File: config.mk
export PLATFORM = sky130hd
export DESIGN_NAME = ssde_encoder
export DESIGN_NICKNAME = d
export VERILOG_FILES = /design/src/ssde_prio.v /design/src/ssde_field_ptr.v /design/src/ssde_encoder.v
export VERILOG_INCLUDE_DIRS = /design/src /design/src/src
export SDC_FILE = /design/constraint.sdc
export NUM_CORES = 1
export LEC_CHECK = 0
export ABC_AREA = 1
export BUFFER_PORTS_ARGS = -buffer_cell sky130_fd_sc_hd__buf_2
export CAP_MARGIN = 5
export CORE_MARGIN = 2
export CORE_UTILIZATION = 45
export DETAILED_ROUTE_END_ITERATION = 10
export GPL_TIMING_DRIVEN = 0
export PLACE_DENSITY = 0.74
export SYNTH_ARGS = -nofsm -noshare
export SYNTH_HDL_FRONTEND = slang
export SYNTH_HIERARCHICAL = 1
export SYNTH_SLANG_ARGS = --single-unit
File: constraint.sdc
create_clock -name core_clk -period 1.3 [get_ports core_clk]
set_input_delay 0.26 -clock core_clk [delete_from_list [all_inputs] [get_ports core_clk]]
set_output_delay 0.26 -clock core_clk [all_outputs]
set_load 0.05 [all_outputs]
File: src/ssde_map.vh
// Constants for the sense data encoder: sense keys, codes, qualifiers, byte layout.
// Assumes inclusion by the encoder modules only.
`ifndef SSDE_MAP_VH
`define SSDE_MAP_VH
`define SSDE_SK_NONE      4'h0
`define SSDE_SK_ILLEGAL   4'h5
`define SSDE_SK_UNIT_ATTN 4'h6
`define SSDE_SK_DENIED    4'h7
`define SSDE_SK_ABORTED   4'hb
`define SSDE_SK_MISCMP    4'he
`define SSDE_ASC_NONE     8'h00
`define SSDE_ASC_MWRITE   8'h0c
`define SSDE_ASC_IU       8'h0e
`define SSDE_ASC_E2E      8'h10
`define SSDE_ASC_MISCMP   8'h1d
`define SSDE_ASC_DENIED   8'h20
`define SSDE_ASC_CHANGED  8'h3f
`define SSDE_ASC_INTERNAL 8'h44
`define SSDE_ASC_CRC      8'h47
`define SSDE_ASC_DPHASE   8'h4b
`define SSDE_ASC_OVERLAP  8'h4e
`define SSDE_ASC_OOB      8'h4f
`define SSDE_Q_00         8'h00
`define SSDE_Q_01         8'h01
`define SSDE_Q_02         8'h02
`define SSDE_Q_03         8'h03
`define SSDE_Q_04         8'h04
`define SSDE_Q_05         8'h05
`define SSDE_Q_06         8'h06
`define SSDE_Q_0E         8'h0e
`define SSDE_Q_0F         8'h0f
`define SSDE_Q_FF         8'hff
`define SSDE_NUM_ERR      27
`define SSDE_UNIT_BYTE    8'h00
`define SSDE_SENSE_SPECIFIC_VALID_BIT     7
`define SSDE_CD_BIT       6
`define SSDE_BPV_BIT      3
`define SSDE_ST_IDLE      1'b0
`define SSDE_ST_HOLD      1'b1
`endif

File: src/ssde_prio.v
// Fixed-priority selector over the error request vector; lowest index wins.
// Assumes a vector of level requests, purely combinational.
`timescale 1ns/10ps
`include "ssde_map.vh"
module ssde_prio
(
   reqVec,
   anyReq,
   winIdx
);
   input  wire [26:0] reqVec;
   output reg         anyReq;
   output reg  [4:0]  winIdx;
   integer i;
   always @*
   begin
      anyReq = 1'b0;
      winIdx = 5'h00;
      for (i = `SSDE_NUM_ERR - 1; i >= 0; i = i - 1)
      begin
         if (reqVec[i])
         begin
            anyReq = 1'b1;
            winIdx = i[4:0];
         end
      end
   end
endmodule

File: src/ssde_field_ptr.v
// Builds sense byte 15 and field pointer bytes 16-17 for an illegal request.
// Assumes the pointer inputs are stable while the selected key is presented.
`timescale 1ns/10ps
`include "ssde_map.vh"
module ssde_field_ptr
(
   senseKey,
   cmdOrData,
   bitPtrValid,
   bitPtr,
   fieldPtr,
   byte15,
   byte16,
   byte17
);
   input  wire [3:0]  senseKey;
   input  wire        cmdOrData;
   input  wire        bitPtrValid;
   input  wire [2:0]  bitPtr;
   input  wire [15:0] fieldPtr;
   output reg  [7:0]  byte15;
   output reg  [7:0]  byte16;
   output reg  [7:0]  byte17;
   always @*
   begin
      byte15 = 8'h00;
      byte16 = 8'h00;
      byte17 = 8'h00;
      // Only the illegal-request layout is built here; other keys leave the bytes invalid.
      if (senseKey == `SSDE_SK_ILLEGAL)
      begin
         byte15[`SSDE_SENSE_SPECIFIC_VALID_BIT] = 1'b1;
         byte15[`SSDE_CD_BIT]   = cmdOrData;
         byte15[`SSDE_BPV_BIT]  = bitPtrValid;
         byte15[2:0]            = bitPtrValid ? bitPtr : 3'h0;
         byte16                 = fieldPtr[15:8];
         byte17                 = fieldPtr[7:0];
      end
   end
endmodule

File: src/ssde_encoder.v
// Sense data encoder top: latches error events and presents sense key, code, qualifier
// and bytes 14-17 to the host interface until the sense data is taken.
// Assumes inputs synchronous to core_clk; errValid is a one-cycle strobe per command.
`timescale 1ns/10ps
`include "ssde_map.vh"
module ssde_encoder
(
   core_clk,
   resetn,
   errValid,
   errVec,
   illegalReq,
   cmdOrData,
   bitPtrValid,
   bitPtr,
   fieldPtr,
   senseTaken,
   senseReady_ff,
   senseKey_ff,
   addSenseCode_ff,
   addSenseQual_ff,
   replaceableUnitByte_ff,
   senseSpecific15_ff,
   senseSpecific16_ff,
   senseSpecific17_ff
);
   input  wire        core_clk;
   input  wire        resetn;
   input  wire        errValid;
   input  wire [26:0] errVec;
   input  wire        illegalReq;
   input  wire        cmdOrData;
   input  wire        bitPtrValid;
   input  wire [2:0]  bitPtr;
   input  wire [15:0] fieldPtr;
   input  wire        senseTaken;
   output reg         senseReady_ff;
   output reg  [3:0]  senseKey_ff;
   output reg  [7:0]  addSenseCode_ff;
   output reg  [7:0]  addSenseQual_ff;
   output reg  [7:0]  replaceableUnitByte_ff;
   output reg  [7:0]  senseSpecific15_ff;
   output reg  [7:0]  senseSpecific16_ff;
   output reg  [7:0]  senseSpecific17_ff;

   wire        anyErr;
   wire [4:0]  winIdx;
   wire [7:0]  ptrB15;
   wire [7:0]  ptrB16;
   wire [7:0]  ptrB17;
   reg  [3:0]  selKey;
   reg  [7:0]  selAsc;
   reg  [7:0]  selAscq;
   reg         state_ff;
   reg         nxt_state;

   // Index of errVec bit to its sense triple; lower index means higher priority.
   function [19:0] ssde_lookup;
      input [4:0] idx;
      begin
         case (idx)
            5'h00: ssde_lookup = {`SSDE_SK_UNIT_ATTN, `SSDE_ASC_CHANGED, `SSDE_Q_05};
            5'h01: ssde_lookup = {`SSDE_SK_DENIED, `SSDE_ASC_DENIED, `SSDE_Q_02};
            5'h02: ssde_lookup = {`SSDE_SK_ABORTED, `SSDE_ASC_MWRITE, `SSDE_Q_0E};
            5'h03: ssde_lookup = {`SSDE_SK_ABORTED, `SSDE_ASC_IU, `SSDE_Q_01};
            5'h04: ssde_lookup = {`SSDE_SK_ABORTED, `SSDE_ASC_IU, `SSDE_Q_02};
            5'h05: ssde_lookup = {`SSDE_SK_ABORTED, `SSDE_ASC_E2E, `SSDE_Q_01};
            5'h06: ssde_lookup = {`SSDE_SK_ABORTED, `SSDE_ASC_E2E, `SSDE_Q_02};
            5'h07: ssde_lookup = {`SSDE_SK_ABORTED, `SSDE_ASC_E2E, `SSDE_Q_03};
            5'h08: ssde_lookup = {`SSDE_SK_ABORTED, `SSDE_ASC_E2E, `SSDE_Q_01};
            5'h09: ssde_lookup = {`SSDE_SK_ABORTED, `SSDE_ASC_E2E, `SSDE_Q_02};
            5'h0a: ssde_lookup = {`SSDE_SK_ABORTED, `SSDE_ASC_E2E, `SSDE_Q_03};
            5'h0b: ssde_lookup = {`SSDE_SK_ABORTED, `SSDE_ASC_INTERNAL, `SSDE_Q_00};
            5'h0c: ssde_lookup = {`SSDE_SK_ABORTED, `SSDE_ASC_INTERNAL, `SSDE_Q_00};
            5'h0d: ssde_lookup = {`SSDE_SK_ABORTED, `SSDE_ASC_INTERNAL, `SSDE_Q_00};
            5'h0e: ssde_lookup = {`SSDE_SK_ABORTED, `SSDE_ASC_CRC, `SSDE_Q_01};
            5'h0f: ssde_lookup = {`SSDE_SK_ABORTED, `SSDE_ASC_DPHASE, `SSDE_Q_00};
            5'h10: ssde_lookup = {`SSDE_SK_ABORTED, `SSDE_ASC_DPHASE, `SSDE_Q_02};
            5'h11: ssde_lookup = {`SSDE_SK_ABORTED, `SSDE_ASC_DPHASE, `SSDE_Q_03};
            5'h12: ssde_lookup = {`SSDE_SK_ABORTED, `SSDE_ASC_DPHASE, `SSDE_Q_04};
            5'h13: ssde_lookup = {`SSDE_SK_ABORTED, `SSDE_ASC_DPHASE, `SSDE_Q_05};
            5'h14: ssde_lookup = {`SSDE_SK_ABORTED, `SSDE_ASC_DPHASE, `SSDE_Q_06};
            5'h15: ssde_lookup = {`SSDE_SK_ABORTED, `SSDE_ASC_DPHASE, `SSDE_Q_FF};
            5'h16: ssde_lookup = {`SSDE_SK_ABORTED, `SSDE_ASC_OVERLAP, `SSDE_Q_00};
            5'h17: ssde_lookup = {`SSDE_SK_ABORTED, `SSDE_ASC_OOB, `SSDE_Q_00};
            5'h18: ssde_lookup = {`SSDE_SK_ABORTED, `SSDE_ASC_CHANGED, `SSDE_Q_0F};
            5'h19: ssde_lookup = {`SSDE_SK_MISCMP, `SSDE_ASC_MISCMP, `SSDE_Q_00};
            default: ssde_lookup = {`SSDE_SK_NONE, `SSDE_ASC_NONE, `SSDE_Q_00};
         endcase
      end
   endfunction

   ssde_prio u_prio
   (
      .reqVec (errVec),
      .anyReq (anyErr),
      .winIdx (winIdx)
   );

   // An illegal request outranks every listed error, since it stops the command first.
   always @*
   begin
      if (illegalReq)
      begin
         selKey  = `SSDE_SK_ILLEGAL;
         selAsc  = `SSDE_ASC_NONE;
         selAscq = `SSDE_Q_00;
      end
      else
      begin
         {selKey, selAsc, selAscq} = ssde_lookup(winIdx);
      end
   end

   ssde_field_ptr u_fptr
   (
      .senseKey    (selKey),
      .cmdOrData   (cmdOrData),
      .bitPtrValid (bitPtrValid),
      .bitPtr      (bitPtr),
      .fieldPtr    (fieldPtr),
      .byte15      (ptrB15),
      .byte16      (ptrB16),
      .byte17      (ptrB17)
   );

   // A new strobe while sense is held is dropped: first error of a command is reported.
   always @*
   begin
      nxt_state = state_ff;
      case (state_ff)
         `SSDE_ST_IDLE:
         begin
            if (errValid && (anyErr || illegalReq))
            begin
               nxt_state = `SSDE_ST_HOLD;
            end
         end
         default:
         begin
            if (senseTaken)
            begin
               nxt_state = `SSDE_ST_IDLE;
            end
         end
      endcase
   end

   always @(posedge core_clk or negedge resetn)
   begin
      if (!resetn)
      begin
         state_ff               <= `SSDE_ST_IDLE;
         senseReady_ff          <= 1'b0;
         senseKey_ff            <= `SSDE_SK_NONE;
         addSenseCode_ff        <= `SSDE_ASC_NONE;
         addSenseQual_ff        <= `SSDE_Q_00;
         replaceableUnitByte_ff <= `SSDE_UNIT_BYTE;
         senseSpecific15_ff     <= 8'h00;
         senseSpecific16_ff     <= 8'h00;
         senseSpecific17_ff     <= 8'h00;
      end
      else
      begin
         state_ff               <= nxt_state;
         senseReady_ff          <= (nxt_state == `SSDE_ST_HOLD);
         replaceableUnitByte_ff <= `SSDE_UNIT_BYTE;
         if (state_ff == `SSDE_ST_IDLE && nxt_state == `SSDE_ST_HOLD)
         begin
            senseKey_ff        <= selKey;
            addSenseCode_ff    <= selAsc;
            addSenseQual_ff    <= selAscq;
            senseSpecific15_ff <= ptrB15;
            senseSpecific16_ff <= ptrB16;
            senseSpecific17_ff <= ptrB17;
         end
      end
   end
endmodule

==> summary.md, run 1 <==
| Metric | Value |
|---|---|
| Outcome | `finished with violations` |
| Failing checks | `negative setup slack` |
| Slew at the pin closest to its max-slew limit | `0.932 ns` |
| Diodes inserted | `0` |
| Slowest cell on the critical path | `a21oi_4` |
| Synth top area share | `36.4%` |
| Peak VDD IR | `~0.9 mV` |
| Vias in the first global route | `between 2k and 3k` |
| Pins over their slew limit | `0` |
| Final GP Congestion | `between 0.8 and 0.9` |
| Internal power | `between 2000 and 3000 µW` |
| Netlist cell types | `26` |
| Fmax | `just under 0.4 GHz` |
| Root buffer cell | `clkbuf_8` |
| Clock Skews | `0.0126 ns` |
| WL/cell | `approximately 12 µm` |
| Final hold vios | `0` |
| Cell Pwr Density | `~1100 nW/µm²` |
| Hold-fix buffers, CTS | `0` |
| Cts bufs inserted | `5` |
| Crit. End Element | `register` |
| Worst Hold Class | `in -> async` |
| I/O pin total | `106` |
| Iter 0 DRT Violations | `roughly 170` |
| Comb pwr share | `between 40 and 50%` |
| Via density per instance | `between 4 and 5` |
| DIE WIDTH | `83.1 µm` |
| Tot GR Track Use | `between 20% and 30%` |
| Clock Power Share | `27.0%` |
| Top cell by count, worst path | `nand2_1` |
| Layout filler cell count | `about 490` |
| Net Sw Power | `1910 µW` |
| Die area | `just under 7000 µm²` |
| Area of the multi-input gates | `1630 µm²` |
| Layout cells sized above 1 | `between 40% and 50%` |
| Reg power frac | `about a third` |
| CTS tree | `yes` |
| Via count | `2915` |
| Area grow syn2layout | `50.1%` |
| Critical path type | `in -> reg` |
| Largest net degree at the start of global routing | `42` |
| Rel. slew slack | `a little under two fifths` |
| Num rows | `28` |
| CP Launch Type | `input port` |
| Starting Density | `between 40 and 50%` |
| Clk sinks | `41` |
| First-pass GRT wire length | `about 12000 µm` |
| Slowest Stage Delay on Critical Path | `0.19 ns` |
| Fin crit period | `2.58 ns` |
| Cells after Synth | `420` |
| Worst setup margin | `-1.28 ns` |
| Height of the die | `between 80 and 90 µm` |
| CP Max Fanout | `5` |
| Total wire length | `roughly 7500 µm` |
| Storage cell area | `1030 µm²` |
| Switching Fraction | `40.4%` |
| Syn avg cell area | `about 6.7 µm²` |
| Initial antenna violation count | `0` |
| Warnings, synthesis | `6` |
| Fin util | `a little over two thirds` |
| Post-synth top area cell | `dfrtp_1` |
| Final setup violation count | `40` |
| Clock tree buffer depth | `2` |
| Hpwl dp | `4870 µm` |
| H-tree depth | `2` |
| Post-synthesis register bit count | `between 40 and 50` |
| Syn Std Cell Area | `about 2800 µm²` |
| Clock latency at the later pin of the worst-skew pair | `0.31 ns` |
| Synth area leaders | `dfrtp_1, nand2_1, inv_1` |
| Register area share after synthesis | `between 30% and 40%` |
| P_leak | `0.00245 µW` |
| Detailed Routing Iterations Pass 1 | `4` |
| Number of max-cap violations | `0` |
| RSZ-0062 raised after global routing | `true` |
| Fin crit share | `199%` |
| Post-route ant nets | `0` |
| Crit path DAT | `around 2.8 ns` |
| CORE AREA | `about 6000 µm²` |
| Non-Filler Instances | `between 600 and 700` |
| GRT Residual Overflow | `0` |
| CP Data Required Time | `1.55 ns` |
| Nets | `625` |
| Worst Reg2Reg Path Length in Cells | `8` |
| Clock transition at the registers of the reported paths | `around 0.090 ns` |
| Placed instance count | `600` |
| DRC violations left | `0` |
| Port Buffers | `96` |
## logic make-up after synthesis
kind of cell	after synthesis	synth area share, %
AND/OR/NAND/NOR	251	37.5
buffers and inverters	90	16.2
flip-flops	41	36.4
AO/OA/AOI/OAI	26	5.10
adder cells (fa/ha/maj)	10	4.44
other	2	0.266
## worst max-delay path: cells and delay by family
kind	cells	cell delay, ns
AND/OR/NAND/NOR	30	1.59
adder cells (fa/ha/maj)	1	0.17
buffers and inverters	6	0.57
AO/OA/AOI/OAI	2	0.25
## state kept, by name (all words and copies together) (netlist names)
register and cells:
senseSpecific16_ff 8, addSenseQual_ff 5, senseKey_ff 4, addSenseCode_ff 7, state_ff 1, senseSpecific15_ff 8
senseSpecific17_ff 8
## cell usage in the layout, fill, tap and decap left out, types with 11 or more instances in the layout
master	n
buf_2	95
buf_4	28
buf_6	20
conb_1	11
dfrtp_1	40
inv_1	47
inv_2	13
nand2_1	167
nor2_1	26
nor2_2	22
## power by group through the flow
stage	logic, µW	registers, µW	clock network (µW)
after floorplan	578	2210	0
after global placement	1630	1570	0
after detailed placement	1650	1570	0
after CTS	1870	1550	1290
after global routing	2030	1570	1350
final	1900	1540	1280
## synthesized netlist by cell type
cell type,count
nand2_1,172
inv_1,55
dfrtp_1,41
nor2_1,31
nor2_2,20
buf_4,17
nand3_1,15
o21ai_0,14
ha_1,10
inv_2,8
a21oi_1,5
buf_2,5
nor3_1,5
nor2_4,4
buf_6,3
a31oi_1,2
bufinv_8,2
conb_1,2
nand2_2,2
a211oi_1,1
a21oi_2,1
a22oi_1,1
nand3b_1,1
nor4_1,1
o21ai_1,1
o21bai_1,1
## worst paths after layout
check                                               startpoint                                 to  slack, ns
worst max-delay path                                errVec[24]  senseSpecific17_ff[2]$_DFFE_PN0P_      -1.28
worst min-delay path                                    resetn     addSenseCode_ff[2]$_DFFE_PN0P_       0.09
worst max register to register              state_ff$_DFF_PN0_     addSenseCode_ff[3]$_DFFE_PN0P_      -0.09
worst min register to register  addSenseQual_ff[0]$_DFFE_PN0P_     addSenseQual_ff[0]$_DFFE_PN0P_       0.47
max in group asynchronous                               resetn     addSenseQual_ff[6]$_DFFE_PN0P_       0.57
min in group core_clk                               senseTaken                 state_ff$_DFF_PN0_       0.11
## cell type report
type	count	share of cell area [%]
Multi-Input combinational cell	298	38.4
Inverter	65	6.68
Tap cell	75	2.22
Clock inverter	3	1.63
Buffer	25	5.12
Clock buffer	5	1.63
Timing Repair Buffer	126	20.0
Sequential cell	41	24.3
## routing by layer
metal	vias to the layer above	track usage, %	wire length, µm
met5	-	0	0
met4	0	6.41	97
met3	8	2.98	410
met2	93	35.0	3730
met1	1307	30.4	3290
li1	1507	-	-
## per-stage QoR
step                      hold slack, ns  total power [µW]  setup TNS, ns  worst slack (ns)  area (µm²)
after floorplan                  -0.0356              2790         -42.29             -1.30        2930
after global placement             0.436              3200         -59.34             -1.74        3500
after detailed placement           0.451              3220         -61.21             -1.80        3500
after CTS                          0.112              4710         -43.01             -1.26        4130
after global routing               0.107              4950         -52.73             -1.52        4230
final                             0.0861              4720         -43.56             -1.28        4230
## timing repair
item	4_1_cts	5_1_grt
cloned	2	0
resized for setup	62	30
setup buffers	28	10
pin swaps	36	20
setup endpoints to repair	41	45
Power figures use the tool's default switching activity.
==> run 2: changes to the inputs <==
- RECOVER_POWER: default -> 100
==> run 2 against run 1 <==
Compared with the run above: the run still ends with negative setup slack left; total power increased by 0.12%; wire length fell by 0.11%; worst setup slack got worse by 0.0044 ns; combinational power about the same; worst hold slack better by 0.023 ns; cell area is the same; critical path type unchanged; critical endpoint unchanged.
==> summary.md, run 2 (synthesized netlist as in run 1, its figures left out) <==
| Metric | Value |
|---|---|
| Outcome | `finished with violations` |
| Failing checks | `negative setup slack` |
| Cts bufs inserted | `5` |
| Final hold vios | `0` |
| Total wire length | `between 7000 and 8000 µm` |
| Worst Min Path Start | `senseTaken` |
| Slowest cell on the critical path | `a21oi_4` |
| Largest registers | `senseSpecific15_ff: 8 flops, senseSpecific16_ff: 8 flops, senseSpecific17_ff: 8 flops` |
| Post-route ant nets | `0` |
| H-tree depth | `2` |
| Most frequent cells in the layout | `nand2_1, buf_2, inv_1` |
| Root buffer cell | `clkbuf_8` |
| Num rows | `28` |
| CTS tree | `yes` |
| Via count | `2911` |
| Slowest Stage Delay on Critical Path | `0.19 ns` |
| Critical R2R Launch | `state_ff$_DFF_PN0_` |
| Starting Density | `47.1%` |
| Port Buffers | `between 90 and 100` |
| Nets | `~630` |
| Peak VDD IR | `between 0.9 and 1 mV` |
| I/O pin total | `106` |
| Worst Hold Depth | `2` |
| CP Launch Type | `input port` |
| Iter 0 DRT Violations | `around 160` |
| Final setup violation count | `40` |
| Met1 Resource Use GR | `around 30%` |
| Top cell by count, worst path | `nand2_1` |
| Height of the die | `between 80 and 90 µm` |
| Crit path DAT | `around 2.8 ns` |
| Final GP Congestion | `about 0.87` |
| Clock latency at the later pin of the worst-skew pair | `0.31 ns` |
| Detailed Routing Iterations Pass 1 | `4` |
| Clk sinks | `41` |
| Worst Hold Class | `in -> reg` |
| Hold-fix buffers, CTS | `0` |
| Tot GR Track Use | `between 20% and 30%` |
| Die area | `between 6000 and 7000 µm²` |
| Clock Skews | `0.0123 ns` |
| Via density per instance | `between 4 and 5` |
| P_leak | `roughly 0.0024 µW` |
| CORE AREA | `5990 µm²` |
| Largest net degree at the start of global routing | `between 40 and 50` |
| Fin util | `70.6%` |
| Layout filler cell count | `about 490` |
| DIE WIDTH | `~83 µm` |
| CP Max Fanout | `5` |
| Clock tree buffer depth | `2` |
| Fin crit period | `2.59 ns` |
| Clock transition at the registers of the reported paths | `around 0.090 ns` |
| Most common cell after layout, fill and taps aside | `nand2_1` |
| Slew at the pin closest to its max-slew limit | `roughly 1.1 ns` |
| First-pass GRT wire length | `between 10000 and 15000 µm` |
| Worst reg-to-reg setup slack | `-0.08 ns` |
| Fin crit share | `199%` |
| Hpwl dp | `4870 µm` |
| Initial antenna violation count | `0` |
| Diodes inserted | `0` |
| Crit. Startpoint | `errVec[24]` |
| Cell Pwr Density | `~1100 nW/µm²` |
| Rel. slew slack | `~30%` |
| RSZ-0062 raised after global routing | `true` |
| Vias in the first global route | `between 2k and 3k` |
| Worst Reg2Reg Path Length in Cells | `8` |
| DRC violations left | `0` |
| Critical path type | `in -> reg` |
| Met3 usage | `under 10%` |
| GRT Residual Overflow | `0` |
| Layout cells sized above 1 | `a little over two fifths` |
| Fmax | `0.386 GHz` |
| Setup TNS | `-43.54 ns` |
| Crit. End Element | `register` |
| GRT busiest layer | `met2` |
| Pins over their slew limit | `0` |
| Met2 GRT Util | `between 30% and 40%` |
| Worst setup margin | `-1.29 ns` |
| CP Data Required Time | `1.56 ns` |
| Total Power | `~4700 µW` |
| Area grow syn2layout | `50.1%` |
| WL/cell | `between 10 and 15 µm` |
| Number of max-cap violations | `0` |
## run 2: cell count changes in the layout (fill, tap and decap cells not counted)
cell	previous run	this run
buf_2	95	55
clkbuf_2	0	40
## run 2: worst paths after layout
check,end
max,senseSpecific17_ff[2]$_DFFE_PN0P_
min,state_ff$_DFF_PN0_
max reg2reg,addSenseCode_ff[3]$_DFFE_PN0P_
min reg2reg,addSenseQual_ff[0]$_DFFE_PN0P_
max in group asynchronous,addSenseQual_ff[6]$_DFFE_PN0P_
min in group asynchronous,addSenseCode_ff[2]$_DFFE_PN0P_
## run 2: stage by stage
stage / setup slack (ns) / hold slack, ns / instance area (µm²) / cells
after floorplan: -1.30 / -0.0356 / 2930 / 429
after global placement: -1.74 / 0.436 / 3500 / 600
after detailed placement: -1.80 / 0.451 / 3500 / 600
after CTS: -1.26 / 0.112 / 4130 / 635
after global routing: -1.52 / 0.107 / 4230 / 638
final: -1.29 / 0.109 / 4230 / 638
## run 2: power breakdown
group          switching (µW)  internal, µW
Clock                     508           774
Sequential               99.1          1450
Combinational            1310           579
## run 2: critical path, delay by kind of cell
kind            cells  cell delay [ns]
simple gates       30             1.60
buf+inv             6             0.57
compound gates      2             0.25
fa+ha+maj           1             0.17
## run 2: layout make-up
class | count | area, µm² | area share (%)
multi-input cells | 298 | 1630 | 38.4
flip-flops and latches | 41 | 1030 | 24.3
repair buffers | 126 | 847 | 20.0
inverters | 65 | 283 | 6.68
plain buffers | 25 | 216 | 5.12
well taps | 75 | 93.8 | 2.22
clock buffers | 5 | 68.8 | 1.63
clock inverters | 3 | 68.8 | 1.63
## run 2: layer usage
metal | wire length [µm] | part of all wire (%)
met1 | 3330 | 44
met5 | 0 | 0
met4 | 95 | 1.3
met3 | 396 | 5.3
met2 | 3700 | 49
## run 2: what timing repair did
action,CTS,global route
endpoints found under the setup margin,41,45
setup buffers,28,10
gates cloned,2,0
pin swaps,36,20
endpoints found under the hold margin,0,0
resized for setup,62,30
==> run 3: changes to the inputs <==
- ABC_AREA: 1 -> default
==> run 3 against run 2 <==
Compared with the run above: the run still ends with negative setup slack left; die area is 1.5% lower; count of clock-buffer cells in the layout is 2 higher; cell area is 1.7% higher; register-to-register slack worse by 0.14 ns; core utilization is 1.6 points higher; sequential share of layout area is 0.41 points lower; synthesized area is 1.6% lower.
==> summary.md, run 3 <==
| Metric | Value |
|---|---|
| Outcome | `finished with violations` |
| Failing checks | `negative setup slack` |
| Final GP Congestion | `~0.9` |
| CP Data Required Time | `approximately 1.5 ns` |
| Largest net degree at the start of global routing | `42` |
| Crit path DAT | `about 3 ns` |
| Critical R2R Capture | `addSenseQual_ff[1]$_DFFE_PN0P_` |
| P_leak | `0.00212 µW` |
| Clk sinks | `approximately 40` |
| Critical path type | `in -> reg` |
| Root buffer cell | `clkbuf_8` |
| Synth area leaders | `dfrtp_1, mux2_2, ha_1` |
| Worst reg-to-reg setup slack | `-0.22 ns` |
| Slowest Stage Delay on Critical Path | `approximately 0.56 ns` |
| Synth top area share | `a little under two fifths` |
| Top cell by count, worst path | `buf_6` |
| Syn avg cell area | `10.2 µm²` |
| Async S/R FF share, synth | `100%` |
| Post-synth top cells | `dfrtp_1, mux2_2, and2_1, nand2_1` |
| Slowest cell on the critical path | `or4_4` |
| Clock Skews | `around 0.008 ns` |
| Placed instance count | `~450` |
| Hpwl dp | `approximately 5200 µm` |
| WL/cell | `between 15 and 20 µm` |
| Most common cell in the netlist | `dfrtp_1` |
| CP Max Fanout | `6` |
| Initial antenna violation count | `0` |
| Clock tree buffer depth | `2` |
| Final hold vios | `0` |
| RSZ-0062 raised after global routing | `true` |
| Clock latency at the later pin of the worst-skew pair | `~0.29 ns` |
| Height of the die | `a little over 80 µm` |
| Total wire length | `7970 µm` |
| Netlist cell types | `50` |
| DIE WIDTH | `between 80 and 90 µm` |
| Post-route ant nets | `0` |
| Syn Std Cell Area | `2770 µm²` |
| Die area | `6810 µm²` |
| Clock transition at the registers of the reported paths | `approximately 0.080 ns` |
| Hold-fix buffers, CTS | `0` |
| DRC violations left | `0` |
| Largest registers | `senseSpecific15_ff: 8 flops, senseSpecific16_ff: 8 flops, senseSpecific17_ff: 8 flops` |
| Detailed Routing Iterations Pass 1 | `4` |
| Non-Filler Instances | `between 400 and 500` |
| Number of max-cap violations | `0` |
| CTS tree | `yes` |
| Ys flop type | `dfrtp_1` |
| Nets | `481` |
| Layout filler cell count | `between 400 and 500` |
| Fmax | `0.360 GHz` |
| Via density per instance | `~5.3` |
| Diodes inserted | `0` |
| Final setup violation count | `just over 40` |
| Iter 0 DRT Violations | `~140` |
| Starting Density | `46.6%` |
| Peak VDD IR | `~0.75 mV` |
| Area grow syn2layout | `55.1%` |
| CORE AREA | `between 5000 and 6000 µm²` |
| Post-synthesis register bit count | `just over 40` |
| Tot GR Track Use | `21.6%` |
| Layout cells sized above 1 | `between 60% and 70%` |
| Slew at the pin closest to its max-slew limit | `around 1 ns` |
| Post-synth EDFFs | `0` |
| First-pass GRT wire length | `roughly 11000 µm` |
| Cell Pwr Density | `between 1000 and 1500 nW/µm²` |
| Critical R2R Launch | `state_ff$_DFF_PN0_` |
| Rel. slew slack | `roughly a third` |
| Worst Reg2Reg Path Length in Cells | `6` |
| Fin crit period | `between 2 and 3 ns` |
| Num rows | `28` |
| Worst Hold Class | `in -> async` |
| CP Launch Type | `input port` |
| Vias in the first global route | `2368` |
| Most common cell after layout, fill and taps aside | `buf_2` |
| Worst setup margin | `-1.48 ns` |
| Via count | `2606` |
| Register area share after synthesis | `37.0%` |
| Critical-path cell list | `buf_6, or4_4, o21ai_4, a21oi_2, nor4b_4, buf_6, inv_4, ha_4, and3b_4, nor2_4, and4bb_4, buf_6, and3_4, mux2_4` |
| Warnings, synthesis | `6` |
| I/O pin total | `106` |
| Setup TNS | `-48.91 ns` |
| GRT Residual Overflow | `0` |
| Pins over their slew limit | `0` |
| Crit. End Element | `register` |
| Port Buffers | `between 90 and 100` |
| Post-synth top area cell | `dfrtp_1` |
| Cts bufs inserted | `5` |
| Fin crit share | `214%` |
| Cells after Synth | `~270` |
| Most frequent cells in the layout | `buf_2, buf_4, dfrtp_1, clkbuf_2, mux2_4` |
| H-tree depth | `2` |
[run 3: changes by cell type after synthesis, sizes merged, moves of 9 or more]
| cell | before | now |
|---|---|---|
| inv | 63 | 11 |
| nand3 | 15 | 3 |
| mux2 | 0 | 28 |
| nor2 | 55 | 17 |
| o31ai | 0 | 9 |
| and2 | 0 | 19 |
| nand2 | 174 | 17 |
[run 3: final cells by class]
| cell class | count | area [µm²] | share of cell area (%) |
|---|---|---|---|
| Multi-Input combinational cell | 201 | 1910 | 44.3 |
| Sequential cell | 41 | 1030 | 23.9 |
| Timing Repair Buffer | 130 | 817 | 19.0 |
| Buffer | 28 | 299 | 6.95 |
| Tap cell | 75 | 93.8 | 2.18 |
| Clock buffer | 7 | 86.3 | 2.01 |
| Inverter | 11 | 43.8 | 1.02 |
| Clock inverter | 1 | 30.0 | 0.698 |
[run 3: stage by stage]
stage	util (%)	hold WS [ns]	power [µW]	setup slack [ns]	area [µm²]
2_1_floorplan	-	-0.0356	2930	-1.61	2970
5_1_grt	72.2	0.170	4860	-1.54	4300
4_1_cts	67.3	0.121	4540	-1.45	4010
3_5_place_dp	59.5	0.430	3400	-2.02	3540
6_report	72.2	0.131	4660	-1.48	4300
3_3_place_gp	59.5	0.433	3360	-1.98	3540
[run 3: cell families (layout without fill, tap and decap cells)]
kind of cell / count (synthesis) / in the layout / share of synthesized area, %
other cells: 2 / 11 / 0.271
mux: 32 / 32 / 12.8
compound gates: 51 / 51 / 12.7
buf+inv: 39 / 177 / 11.1
flops: 41 / 41 / 37.0
fa+ha+maj: 10 / 10 / 4.51
simple gates: 97 / 97 / 21.6
[run 3: layer usage]
layer | global-route usage (%) | part of all wire [%] | up-vias
li1 | - | - | 1228
met1 | 25.5 | 40 | 1257
met2 | 39.4 | 53 | 106
met3 | 3.59 | 5.5 | 15
met4 | 7.21 | 1.9 | 0
met5 | 0 | 0 | -
[run 3: timing repair]
action	CTS	global route
endpoints found under the setup margin	44	44
buffers inserted	18	15
resized for setup	38	39
pin swaps	22	20
gates cloned	2	1
[run 3: how the worst max path moves through the flow]
stage	start	endpoint	cells past startpoint
2_1_floorplan	errVec[16]	senseSpecific16_ff[0]$_DFFE_PN0P_	13
3_3_place_gp	errVec[16]	senseSpecific16_ff[2]$_DFFE_PN0P_	14
3_5_place_dp	errVec[16]	senseSpecific16_ff[4]$_DFFE_PN0P_	14
4_1_cts	errVec[17]	senseSpecific15_ff[1]$_DFFE_PN0P_	14
5_1_grt	errVec[16]	senseSpecific15_ff[1]$_DFFE_PN0P_	14
6_report	errVec[16]	senseSpecific15_ff[1]$_DFFE_PN0P_	14
[run 3: worst max-delay path, delay by kind of cell]
kind	cells	cell delay, ns
AND/OR/NAND/NOR	6	1.80
buffers and inverters	4	0.41
AO/OA/AOI/OAI	2	0.23
adder cells (fa/ha/maj)	1	0.17
multiplexers	1	0.14
[run 3: report_power, final]
part           leakage (µW)  switching, µW  internal (µW)
logic               0.00153           1310            718
clock network     0.0000585            422            626
registers          0.000531            114           1470
total               0.00212           1850           2810
